===== config.mk =====
export PLATFORM = sky130hd
export DESIGN_NAME = lbcs_bank_tracker
export DESIGN_NICKNAME = d
export VERILOG_FILES = /design/src/hw/lbcs_pkg.sv /design/src/hw/lbcs_bank_tracker.sv /design/src/hw/lbcs_cmd_decode.sv
export SDC_FILE = /design/constraint.sdc
export NUM_CORES = 1
export LEC_CHECK = 0
export BUFFER_PORTS_ARGS = -buffer_cell sky130_fd_sc_hd__buf_4
export CAP_MARGIN = 20
export CORE_MARGIN = 2
export CORE_UTILIZATION = 35
export CTS_CLUSTER_SIZE = 30
export DETAILED_ROUTE_END_ITERATION = 16
export PLACE_DENSITY = 0.54
export SLEW_MARGIN = 15
export SYNTH_ARGS = -nofsm -noshare
export SYNTH_HDL_FRONTEND = slang
export SYNTH_SLANG_ARGS = --single-unit
export TNS_END_PERCENT = 100

===== constraint.sdc =====
create_clock -name clock -period 3.4 [get_ports clock]
set_clock_uncertainty 0.2 [all_clocks]
set_input_delay 1.02 -clock clock [delete_from_list [all_inputs] [get_ports clock]]
set_output_delay 1.02 -clock clock [all_outputs]
set_load 0.01 [all_outputs]

===== src/hw/lbcs_pkg.sv =====
// package: command codes, bank states, timing constants for the bank command tracker
package lbcs_pkg;
    localparam int unsigned CLK_MHZ       = 200;
    localparam int unsigned BANKS         = 4;
    localparam int unsigned BANK_W        = 2;
    localparam int unsigned ADDR_W        = 14;
    localparam int unsigned COL_W         = 10;
    localparam int unsigned AP_BIT        = 10;
    localparam int unsigned BYTES         = 2;
    localparam int unsigned ROW_W         = 14;
    // minimum times in ns, rounded up to cycles
    localparam int unsigned PRECHARGE_PERIOD_NS   = 18;
    localparam int unsigned ACT_TO_ACCESS_NS      = 18;
    localparam int unsigned REFRESH_CYCLE_NS      = 72;
    localparam int unsigned WRITE_RECOVERY_NS     = 15;
    localparam int unsigned PRECHARGE_PERIOD_CYC  = (PRECHARGE_PERIOD_NS * CLK_MHZ + 999) / 1000;
    localparam int unsigned ACT_TO_ACCESS_CYC     = (ACT_TO_ACCESS_NS * CLK_MHZ + 999) / 1000;
    localparam int unsigned REFRESH_CYCLE_CYC     = (REFRESH_CYCLE_NS * CLK_MHZ + 999) / 1000;
    localparam int unsigned WRITE_RECOVERY_CYC    = (WRITE_RECOVERY_NS * CLK_MHZ + 999) / 1000;
    localparam int unsigned BURST_LEN_CYC = 4;
    localparam int unsigned CNT_W         = 6;

    typedef enum logic [3:0] {
        LBCS_CMD_NOP, LBCS_CMD_ACTIVE, LBCS_CMD_READ, LBCS_CMD_WRITE,
        LBCS_CMD_TERM, LBCS_CMD_PRE, LBCS_CMD_REFRESH, LBCS_CMD_LMR,
        LBCS_CMD_SELF_REFRESH, LBCS_CMD_DEEP_PD
    } lbcs_cmd_t;

    typedef enum logic [2:0] {
        LBCS_BS_IDLE, LBCS_BS_ACTIVATING, LBCS_BS_ACTIVE, LBCS_BS_READ,
        LBCS_BS_WRITE, LBCS_BS_WRITE_AP, LBCS_BS_PRECHARGING
    } lbcs_bank_state_t;

    typedef struct packed {
        logic              cs_n;
        logic              ras_n;
        logic              cas_n;
        logic              we_n;
        logic              bank_select_high;
        logic              bank_select_low;
        logic [ADDR_W-1:0] addr;
    } lbcs_cmd_pins_t;

    typedef struct packed {
        logic              valid;
        logic [BANK_W-1:0] bank;
        logic [COL_W-1:0]  column;
        logic [BYTES*8-1:0] data;
        logic [BYTES-1:0]  write_byte_mask;
    } lbcs_write_t;
endpackage


===== src/hw/lbcs_bank_tracker.sv =====
// per-bank state tracking and write handling for the low-power dram command path
`timescale 1ns/1ps
module lbcs_bank_tracker
    import lbcs_pkg::*;
#(
    parameter int unsigned NUM_BANKS = BANKS
)(
    input  wire logic                       clock,
    input  wire logic                       nrst,
    input  wire lbcs_pkg::lbcs_cmd_pins_t   cmd_pins,
    input  wire logic                       cke,
    input  wire logic [lbcs_pkg::BYTES*8-1:0] write_data,
    input  wire logic [lbcs_pkg::BYTES-1:0] write_byte_mask,
    output lbcs_pkg::lbcs_write_t           array_write,
    output logic [3*lbcs_pkg::BANKS-1:0]    bank_state_out,
    output logic [lbcs_pkg::ROW_W-1:0]      refresh_row,
    output logic                            refresh_busy,
    output logic                            self_refresh,
    output logic                            deep_power_down
);
    import lbcs_pkg::*;

    // the trackers and the state bus are sized for four banks only
    if (NUM_BANKS != BANKS) begin : g_bank_check
        $error("lbcs_bank_tracker: only four banks supported");
    end

    lbcs_cmd_pins_t   pins_s1_reg, pins_s2_reg;
    logic             cke_s1_reg, cke_s2_reg, cke_prev_reg;
    logic [BYTES*8-1:0] data_s1_reg, data_s2_reg;
    logic [BYTES-1:0] mask_s1_reg, mask_s2_reg;
    lbcs_cmd_t        cmd;
    logic [BANK_W-1:0] cmd_bank;
    logic             ap_sel;
    logic [BANK_W-1:0] last_read_bank_reg;
    logic             last_read_valid_reg;
    logic [CNT_W-1:0] refresh_cnt_reg;

    // pins are from outside the clock domain: two stages before use
    always_ff @(posedge clock or negedge nrst) begin
        if (!nrst) begin
            pins_s1_reg  <= '{cs_n: 1'b1, ras_n: 1'b1, cas_n: 1'b1, we_n: 1'b1, default: '0};
            pins_s2_reg  <= '{cs_n: 1'b1, ras_n: 1'b1, cas_n: 1'b1, we_n: 1'b1, default: '0};
            cke_s1_reg   <= 1'b0;
            cke_s2_reg   <= 1'b0;
            cke_prev_reg <= 1'b0;
            data_s1_reg  <= '0;
            data_s2_reg  <= '0;
            mask_s1_reg  <= '1;
            mask_s2_reg  <= '1;
        end else begin
            pins_s1_reg  <= cmd_pins;
            pins_s2_reg  <= pins_s1_reg;
            cke_s1_reg   <= cke;
            cke_s2_reg   <= cke_s1_reg;
            cke_prev_reg <= cke_s2_reg;
            data_s1_reg  <= write_data;
            data_s2_reg  <= data_s1_reg;
            mask_s1_reg  <= write_byte_mask;
            mask_s2_reg  <= mask_s1_reg;
        end
    end

    lbcs_cmd_decode u_decode (
        .pins     (pins_s2_reg),
        .cke_prev (cke_prev_reg),
        .cke_now  (cke_s2_reg),
        .cmd      (cmd)
    );

    assign cmd_bank = {pins_s2_reg.bank_select_high, pins_s2_reg.bank_select_low};
    assign ap_sel   = pins_s2_reg.addr[AP_BIT];

    // low-power modes: inputs other than clock enable are ignored while set
    always_ff @(posedge clock or negedge nrst) begin
        if (!nrst) begin
            self_refresh    <= 1'b0;
            deep_power_down <= 1'b0;
        end else begin
            if (cmd == LBCS_CMD_SELF_REFRESH && !self_refresh && !deep_power_down) begin
                self_refresh <= 1'b1;
            end else if (self_refresh && cke_s2_reg) begin
                self_refresh <= 1'b0;
            end
            if (cmd == LBCS_CMD_DEEP_PD && !self_refresh && !deep_power_down) begin
                deep_power_down <= 1'b1;
            end else if (deep_power_down && cke_s2_reg) begin
                deep_power_down <= 1'b0;
            end
        end
    end

    logic busy_mode;
    assign busy_mode = self_refresh || deep_power_down || refresh_busy;

    // refresh counter and refresh period
    always_ff @(posedge clock or negedge nrst) begin
        if (!nrst) begin
            refresh_row     <= '0;
            refresh_busy    <= 1'b0;
            refresh_cnt_reg <= '0;
        end else if (refresh_busy) begin
            if (refresh_cnt_reg == CNT_W'(1)) begin
                refresh_busy <= 1'b0;
            end
            refresh_cnt_reg <= refresh_cnt_reg - CNT_W'(1);
        end else if ((cmd == LBCS_CMD_REFRESH && !self_refresh && !deep_power_down)
                     || (cmd == LBCS_CMD_SELF_REFRESH && !busy_mode)) begin
            // address pins are ignored, the internal counter picks the row
            refresh_row     <= refresh_row + ROW_W'(1);
            refresh_busy    <= (cmd == LBCS_CMD_REFRESH);
            refresh_cnt_reg <= CNT_W'(REFRESH_CYCLE_CYC);
        end
    end

    // most recent read without auto precharge, for burst terminate
    always_ff @(posedge clock or negedge nrst) begin
        if (!nrst) begin
            last_read_bank_reg  <= '0;
            last_read_valid_reg <= 1'b0;
        end else if (!busy_mode) begin
            if (cmd == LBCS_CMD_READ) begin
                last_read_bank_reg  <= cmd_bank;
                last_read_valid_reg <= !ap_sel;
            end else if (cmd == LBCS_CMD_TERM) begin
                last_read_valid_reg <= 1'b0;
            end
        end
    end

    // one tracker per bank
    generate
        for (genvar b = 0; b < BANKS; b++) begin : g_bank
            lbcs_bank_state_t state_reg;
            logic [CNT_W-1:0] cnt_reg;
            logic             hit;
            assign hit = (cmd_bank == BANK_W'(b)) && !busy_mode;

            always_ff @(posedge clock or negedge nrst) begin
                if (!nrst) begin
                    state_reg <= LBCS_BS_IDLE;
                    cnt_reg   <= '0;
                end else if (cmd == LBCS_CMD_PRE && !busy_mode && (ap_sel || hit)) begin
                    state_reg <= LBCS_BS_PRECHARGING;
                    cnt_reg   <= CNT_W'(PRECHARGE_PERIOD_CYC);
                end else begin
                    unique case (state_reg)
                        LBCS_BS_IDLE: begin
                            if (hit && cmd == LBCS_CMD_ACTIVE) begin
                                state_reg <= LBCS_BS_ACTIVATING;
                                cnt_reg   <= CNT_W'(ACT_TO_ACCESS_CYC);
                            end
                        end
                        LBCS_BS_ACTIVATING, LBCS_BS_PRECHARGING: begin
                            cnt_reg <= cnt_reg - CNT_W'(1);
                            if (cnt_reg == CNT_W'(1)) begin
                                state_reg <= (state_reg == LBCS_BS_ACTIVATING) ?
                                             LBCS_BS_ACTIVE : LBCS_BS_IDLE;
                            end
                        end
                        LBCS_BS_ACTIVE, LBCS_BS_READ, LBCS_BS_WRITE: begin
                            if (hit && cmd == LBCS_CMD_READ) begin
                                state_reg <= ap_sel ? LBCS_BS_WRITE_AP : LBCS_BS_READ;
                                cnt_reg   <= CNT_W'(BURST_LEN_CYC);
                            end else if (hit && cmd == LBCS_CMD_WRITE) begin
                                state_reg <= ap_sel ? LBCS_BS_WRITE_AP : LBCS_BS_WRITE;
                                cnt_reg   <= ap_sel ? CNT_W'(BURST_LEN_CYC + WRITE_RECOVERY_CYC)
                                                    : CNT_W'(BURST_LEN_CYC);
                            end else if (cmd == LBCS_CMD_TERM && !busy_mode
                                         && state_reg == LBCS_BS_READ && last_read_valid_reg
                                         && last_read_bank_reg == BANK_W'(b)) begin
                                state_reg <= LBCS_BS_ACTIVE;
                            end else if (state_reg != LBCS_BS_ACTIVE) begin
                                // burst ends by itself, row stays open
                                cnt_reg <= cnt_reg - CNT_W'(1);
                                if (cnt_reg == CNT_W'(1)) begin
                                    state_reg <= LBCS_BS_ACTIVE;
                                end
                            end
                        end
                        LBCS_BS_WRITE_AP: begin
                            // access with auto precharge: precharge after burst, and after write recovery as well for writes
                            cnt_reg <= cnt_reg - CNT_W'(1);
                            if (cnt_reg == CNT_W'(1)) begin
                                state_reg <= LBCS_BS_PRECHARGING;
                                cnt_reg   <= CNT_W'(PRECHARGE_PERIOD_CYC);
                            end
                        end
                    endcase
                end
            end

            always_ff @(posedge clock or negedge nrst) begin
                if (!nrst) begin
                    bank_state_out[3*b +: 3] <= 3'h0;
                end else begin
                    bank_state_out[3*b +: 3] <= state_reg;
                end
            end
        end
    endgenerate

    // write to the array with byte masking; mask bit high keeps the old byte
    always_ff @(posedge clock or negedge nrst) begin
        if (!nrst) begin
            array_write <= '0;
        end else begin
            array_write.valid           <= (cmd == LBCS_CMD_WRITE) && !busy_mode;
            array_write.bank            <= cmd_bank;
            array_write.column          <= pins_s2_reg.addr[COL_W-1:0];
            array_write.data            <= data_s2_reg;
            array_write.write_byte_mask <= mask_s2_reg;
        end
    end
endmodule


===== src/hw/lbcs_cmd_decode.sv =====
// command decoder from strobe pins and clock enable history
`timescale 1ns/1ps
module lbcs_cmd_decode
    import lbcs_pkg::*;
(
    input  wire lbcs_pkg::lbcs_cmd_pins_t pins,
    input  wire logic                     cke_prev,
    input  wire logic                     cke_now,
    output lbcs_pkg::lbcs_cmd_t           cmd
);
    always_comb begin
        cmd = LBCS_CMD_NOP;
        if (!pins.cs_n) begin
            unique case ({pins.ras_n, pins.cas_n, pins.we_n})
                3'h3: cmd = LBCS_CMD_ACTIVE;
                3'h5: cmd = LBCS_CMD_READ;
                3'h4: cmd = LBCS_CMD_WRITE;
                3'h6: cmd = cke_now ? LBCS_CMD_TERM : LBCS_CMD_DEEP_PD;
                3'h2: cmd = LBCS_CMD_PRE;
                3'h1: cmd = cke_now ? LBCS_CMD_REFRESH : LBCS_CMD_SELF_REFRESH;
                3'h0: cmd = LBCS_CMD_LMR;
                default: cmd = LBCS_CMD_NOP;
            endcase
            // bank commands only count with clock enable high on both edges
            if (!(cke_prev && cke_now) && cmd != LBCS_CMD_SELF_REFRESH
                && cmd != LBCS_CMD_DEEP_PD) begin
                cmd = LBCS_CMD_NOP;
            end
            if (cke_prev == 1'b0 && cke_now == 1'b0) begin
                cmd = LBCS_CMD_NOP;
            end
        end
    end
endmodule


==> out/qor.yml <==
outcome: "complete, no violations"
endpoint: "g_bank[0].state_reg[0]"
setup_viol: 0
synth_top_area_frac: 0.563
hold_buffers: 0
num_vias: 5477
hold_ws_ns: 0.148
cp.arrival_ns: 2.97
instances_no_fill: 1054
synth.distinct_cells: 73
min_period_over_period: 0.839
path_clk_slew_ns: 0.07
syn_area_per_cell_um2: 11.1
slew_headroom: 0.521
cts-resized-gates: 0
ys_seq_area_frac: 0.606
yosys_register_bits: 178
synth_area_um2: 7380
rows: 53
r2r_cells: 6
period_minus_slack_ns: 2.85
first_global_vias: 5371
syn_to_final_growth_pct: 22.5
cts_max_path_buffers: 2
die_w_um: 149
cap_violations: 0
p_int_mw: 4.36
synth_nets: 715
synth_edf_count: 0
h-tree-depth: 4
power_switching_mw: 2.48
drive_gt1_frac: 0.211
grt_max_degree: 74
num_io_pins: 101
ys_top_cells_by_count: "dfrtp_1 (166), nand2_1 (59), nor2_1 (54)"
cts.sinks: 178
synthTopCellsByArea: "dfrtp_1 (56%), dfstp_2 (4.3%), nand2_1 (3.0%), nor2_1 (2.7%), o21ai_0 (2.5%)"
crit-reg2reg-launch: "deep_power_down"
ant_nets: 0
dp_hpwl_um: 11500
yosysWarningCount: 0
rsz0062_at_grt: "false"
finalPower_mw: 6.83
r2r_slack_ns: 0.55
power_leakage_nw: 4.01
pwr-share-clk: 0.282
ys_async_sr_fraction: 1.00
seqPwrFrac: 0.422
holdPathStages: 0
setup.worst_path.class: "reg2reg"
design_area_um2: 9040
drtIter0Drc: 276
largest_reg_flops: 31
firstDrtPassIters: 5
cts_tree: "done"
start_kind: "flop"
die_h_um: 149
num-nets-final: 818
clock_latency_ns: 0.43
crit_fanout: 10
cts.root.buffer_cell: "clkbuf_16"
io_buffers: 97
core_um2: 20900
synth_most_common_cell: "dfrtp_1"
crit_path_start: "deep_power_down"
antenna_found_initial: 0
tightest_slew_ns: 0.715
holdCritStartpoint: "pins_s1_reg[10]"
n_fill_cell: 1952
routabilityCongestion: 0.854
yosys.area.top_type: "dfrtp_1"
wirelength_um: 16300
num_antenna_cells: 0
switching_share: 0.362
die-area_um2: 22300
place_area_um2: 8450
drc: 0
peakVddDrop_v: 0.000388
via_per_inst: 5.20
grt_overflow: 0
cts_setup_buffers: 0
start_util: 0.353
hp-class: "reg2reg"
finalSetupTns_ns: 0
track_usage: 0.153
p_per_area_nw_per_um2: 756
grt_pass1_wl_um: 27000
timing_hold_violations_final: 0
cts_buffers: 17
wl_per_cell_um: 15.5
syn_inst: 663
synthFlopType: "dfrtp_1"
reg2reg_to: "g_bank[0].state_reg[0]"
p_comb_frac: 0.297
dp.cells: 1022
fmax_ghz: 0.350
required_ns: 3.51
finalMaxSlewViolations: 0
end_kind: "flop"
-- power groups by stage --
stage / logic (mW) / registers (mW) / clock network, mW
6_report: 2.03 / 2.88 / 1.92
3_3_place_gp: 1.95 / 2.89 / 0
2_1_floorplan: 1.53 / 2.76 / 0
3_5_place_dp: 2.02 / 2.92 / 0
5_1_grt: 2.28 / 2.95 / 2.09
4_1_cts: 2.03 / 2.88 / 1.98
-- per-stage QoR --
step	utilization	setup slack (ns)
after floorplan	-	0.886
after global placement	0.404	0.683
after detailed placement	0.404	0.664
after CTS	0.433	0.584
after global routing	0.433	0.421
final	0.433	0.546
-- critical path, stage by stage (launching register included) --
cell      delay (ns)
dfrtp_1         0.48
or3_2           0.60
nor4_1          0.60
nor3_1          0.13
o21ai_1         0.27
a41oi_1         0.16
a311oi_1        0.31
-- metal layers --
metal  wire length (µm)  GRT usage  share of wire  up-vias
li1                   -          -              -     2588
met1               7230      0.202           0.44     2681
met2               7580      0.238           0.46      187
met3               1230     0.0547          0.075       21
met4                271     0.0429          0.017        0
met5                  0          0              0        -
-- cells in the final DEF, fill, tap and decap left out, types with 5 or more instances in the layout --
master / synthesis / layout
a211oi_1: 5 / 5
a21o_1: 9 / 9
a21oi_1: 34 / 34
a22o_1: 9 / 9
a31oi_1: 6 / 6
and3_1: 10 / 10
buf_4: 1 / 106
clkbuf_16: 0 / 17
dfrtp_1: 166 / 166
dfstp_2: 12 / 12
ha_1: 11 / 11
inv_1: 25 / 25
mux2i_1: 5 / 5
nand2_1: 59 / 59
nand2b_1: 11 / 11
nand3_1: 20 / 20
nand4_1: 13 / 13
nor2_1: 54 / 54
nor2b_1: 10 / 10
nor3_1: 24 / 24
nor4_1: 7 / 7
o21a_1: 5 / 5
o21ai_0: 37 / 37
o22ai_1: 5 / 5
o31ai_1: 8 / 8
xnor2_1: 11 / 11
xor2_1: 6 / 6
-- how the worst min path moves through the flow --
stage / endpoint / slack [ns]
after floorplan: ap_sel / 0.13
after global placement: array_write[20] / 0.13
after detailed placement: array_write[13] / 0.13
after CTS: array_write[18] / 0.15
after global routing: ap_sel / 0.16
final: ap_sel / 0.15
-- area by class of cell --
class | count | area, µm² | share of cell area
clock inverter | 14 | 161 | 0.0179
clock buffer | 18 | 429 | 0.0475
timing repair buffer | 108 | 827 | 0.0915
inverter | 25 | 93.8 | 0.0104
sequential | 178 | 4470 | 0.494
tap | 275 | 344 | 0.0381
multi-input combinational | 436 | 2710 | 0.300
-- cell families (layout without fill, tap and decap cells) --
family                     Yosys count  after routing  synth area share
xor gates and xnor gates            17             17            0.0202
adders and majority gates           11             11            0.0186
DFF                                178            178             0.606
muxes                                6              6           0.00831
and+or+nand+nor                    242            242             0.172
buffers and inverters               49            165            0.0268
AOI/OAI and AO/OA                  160            160             0.149
No activity file was read; power rests on OpenSTA's default activity.
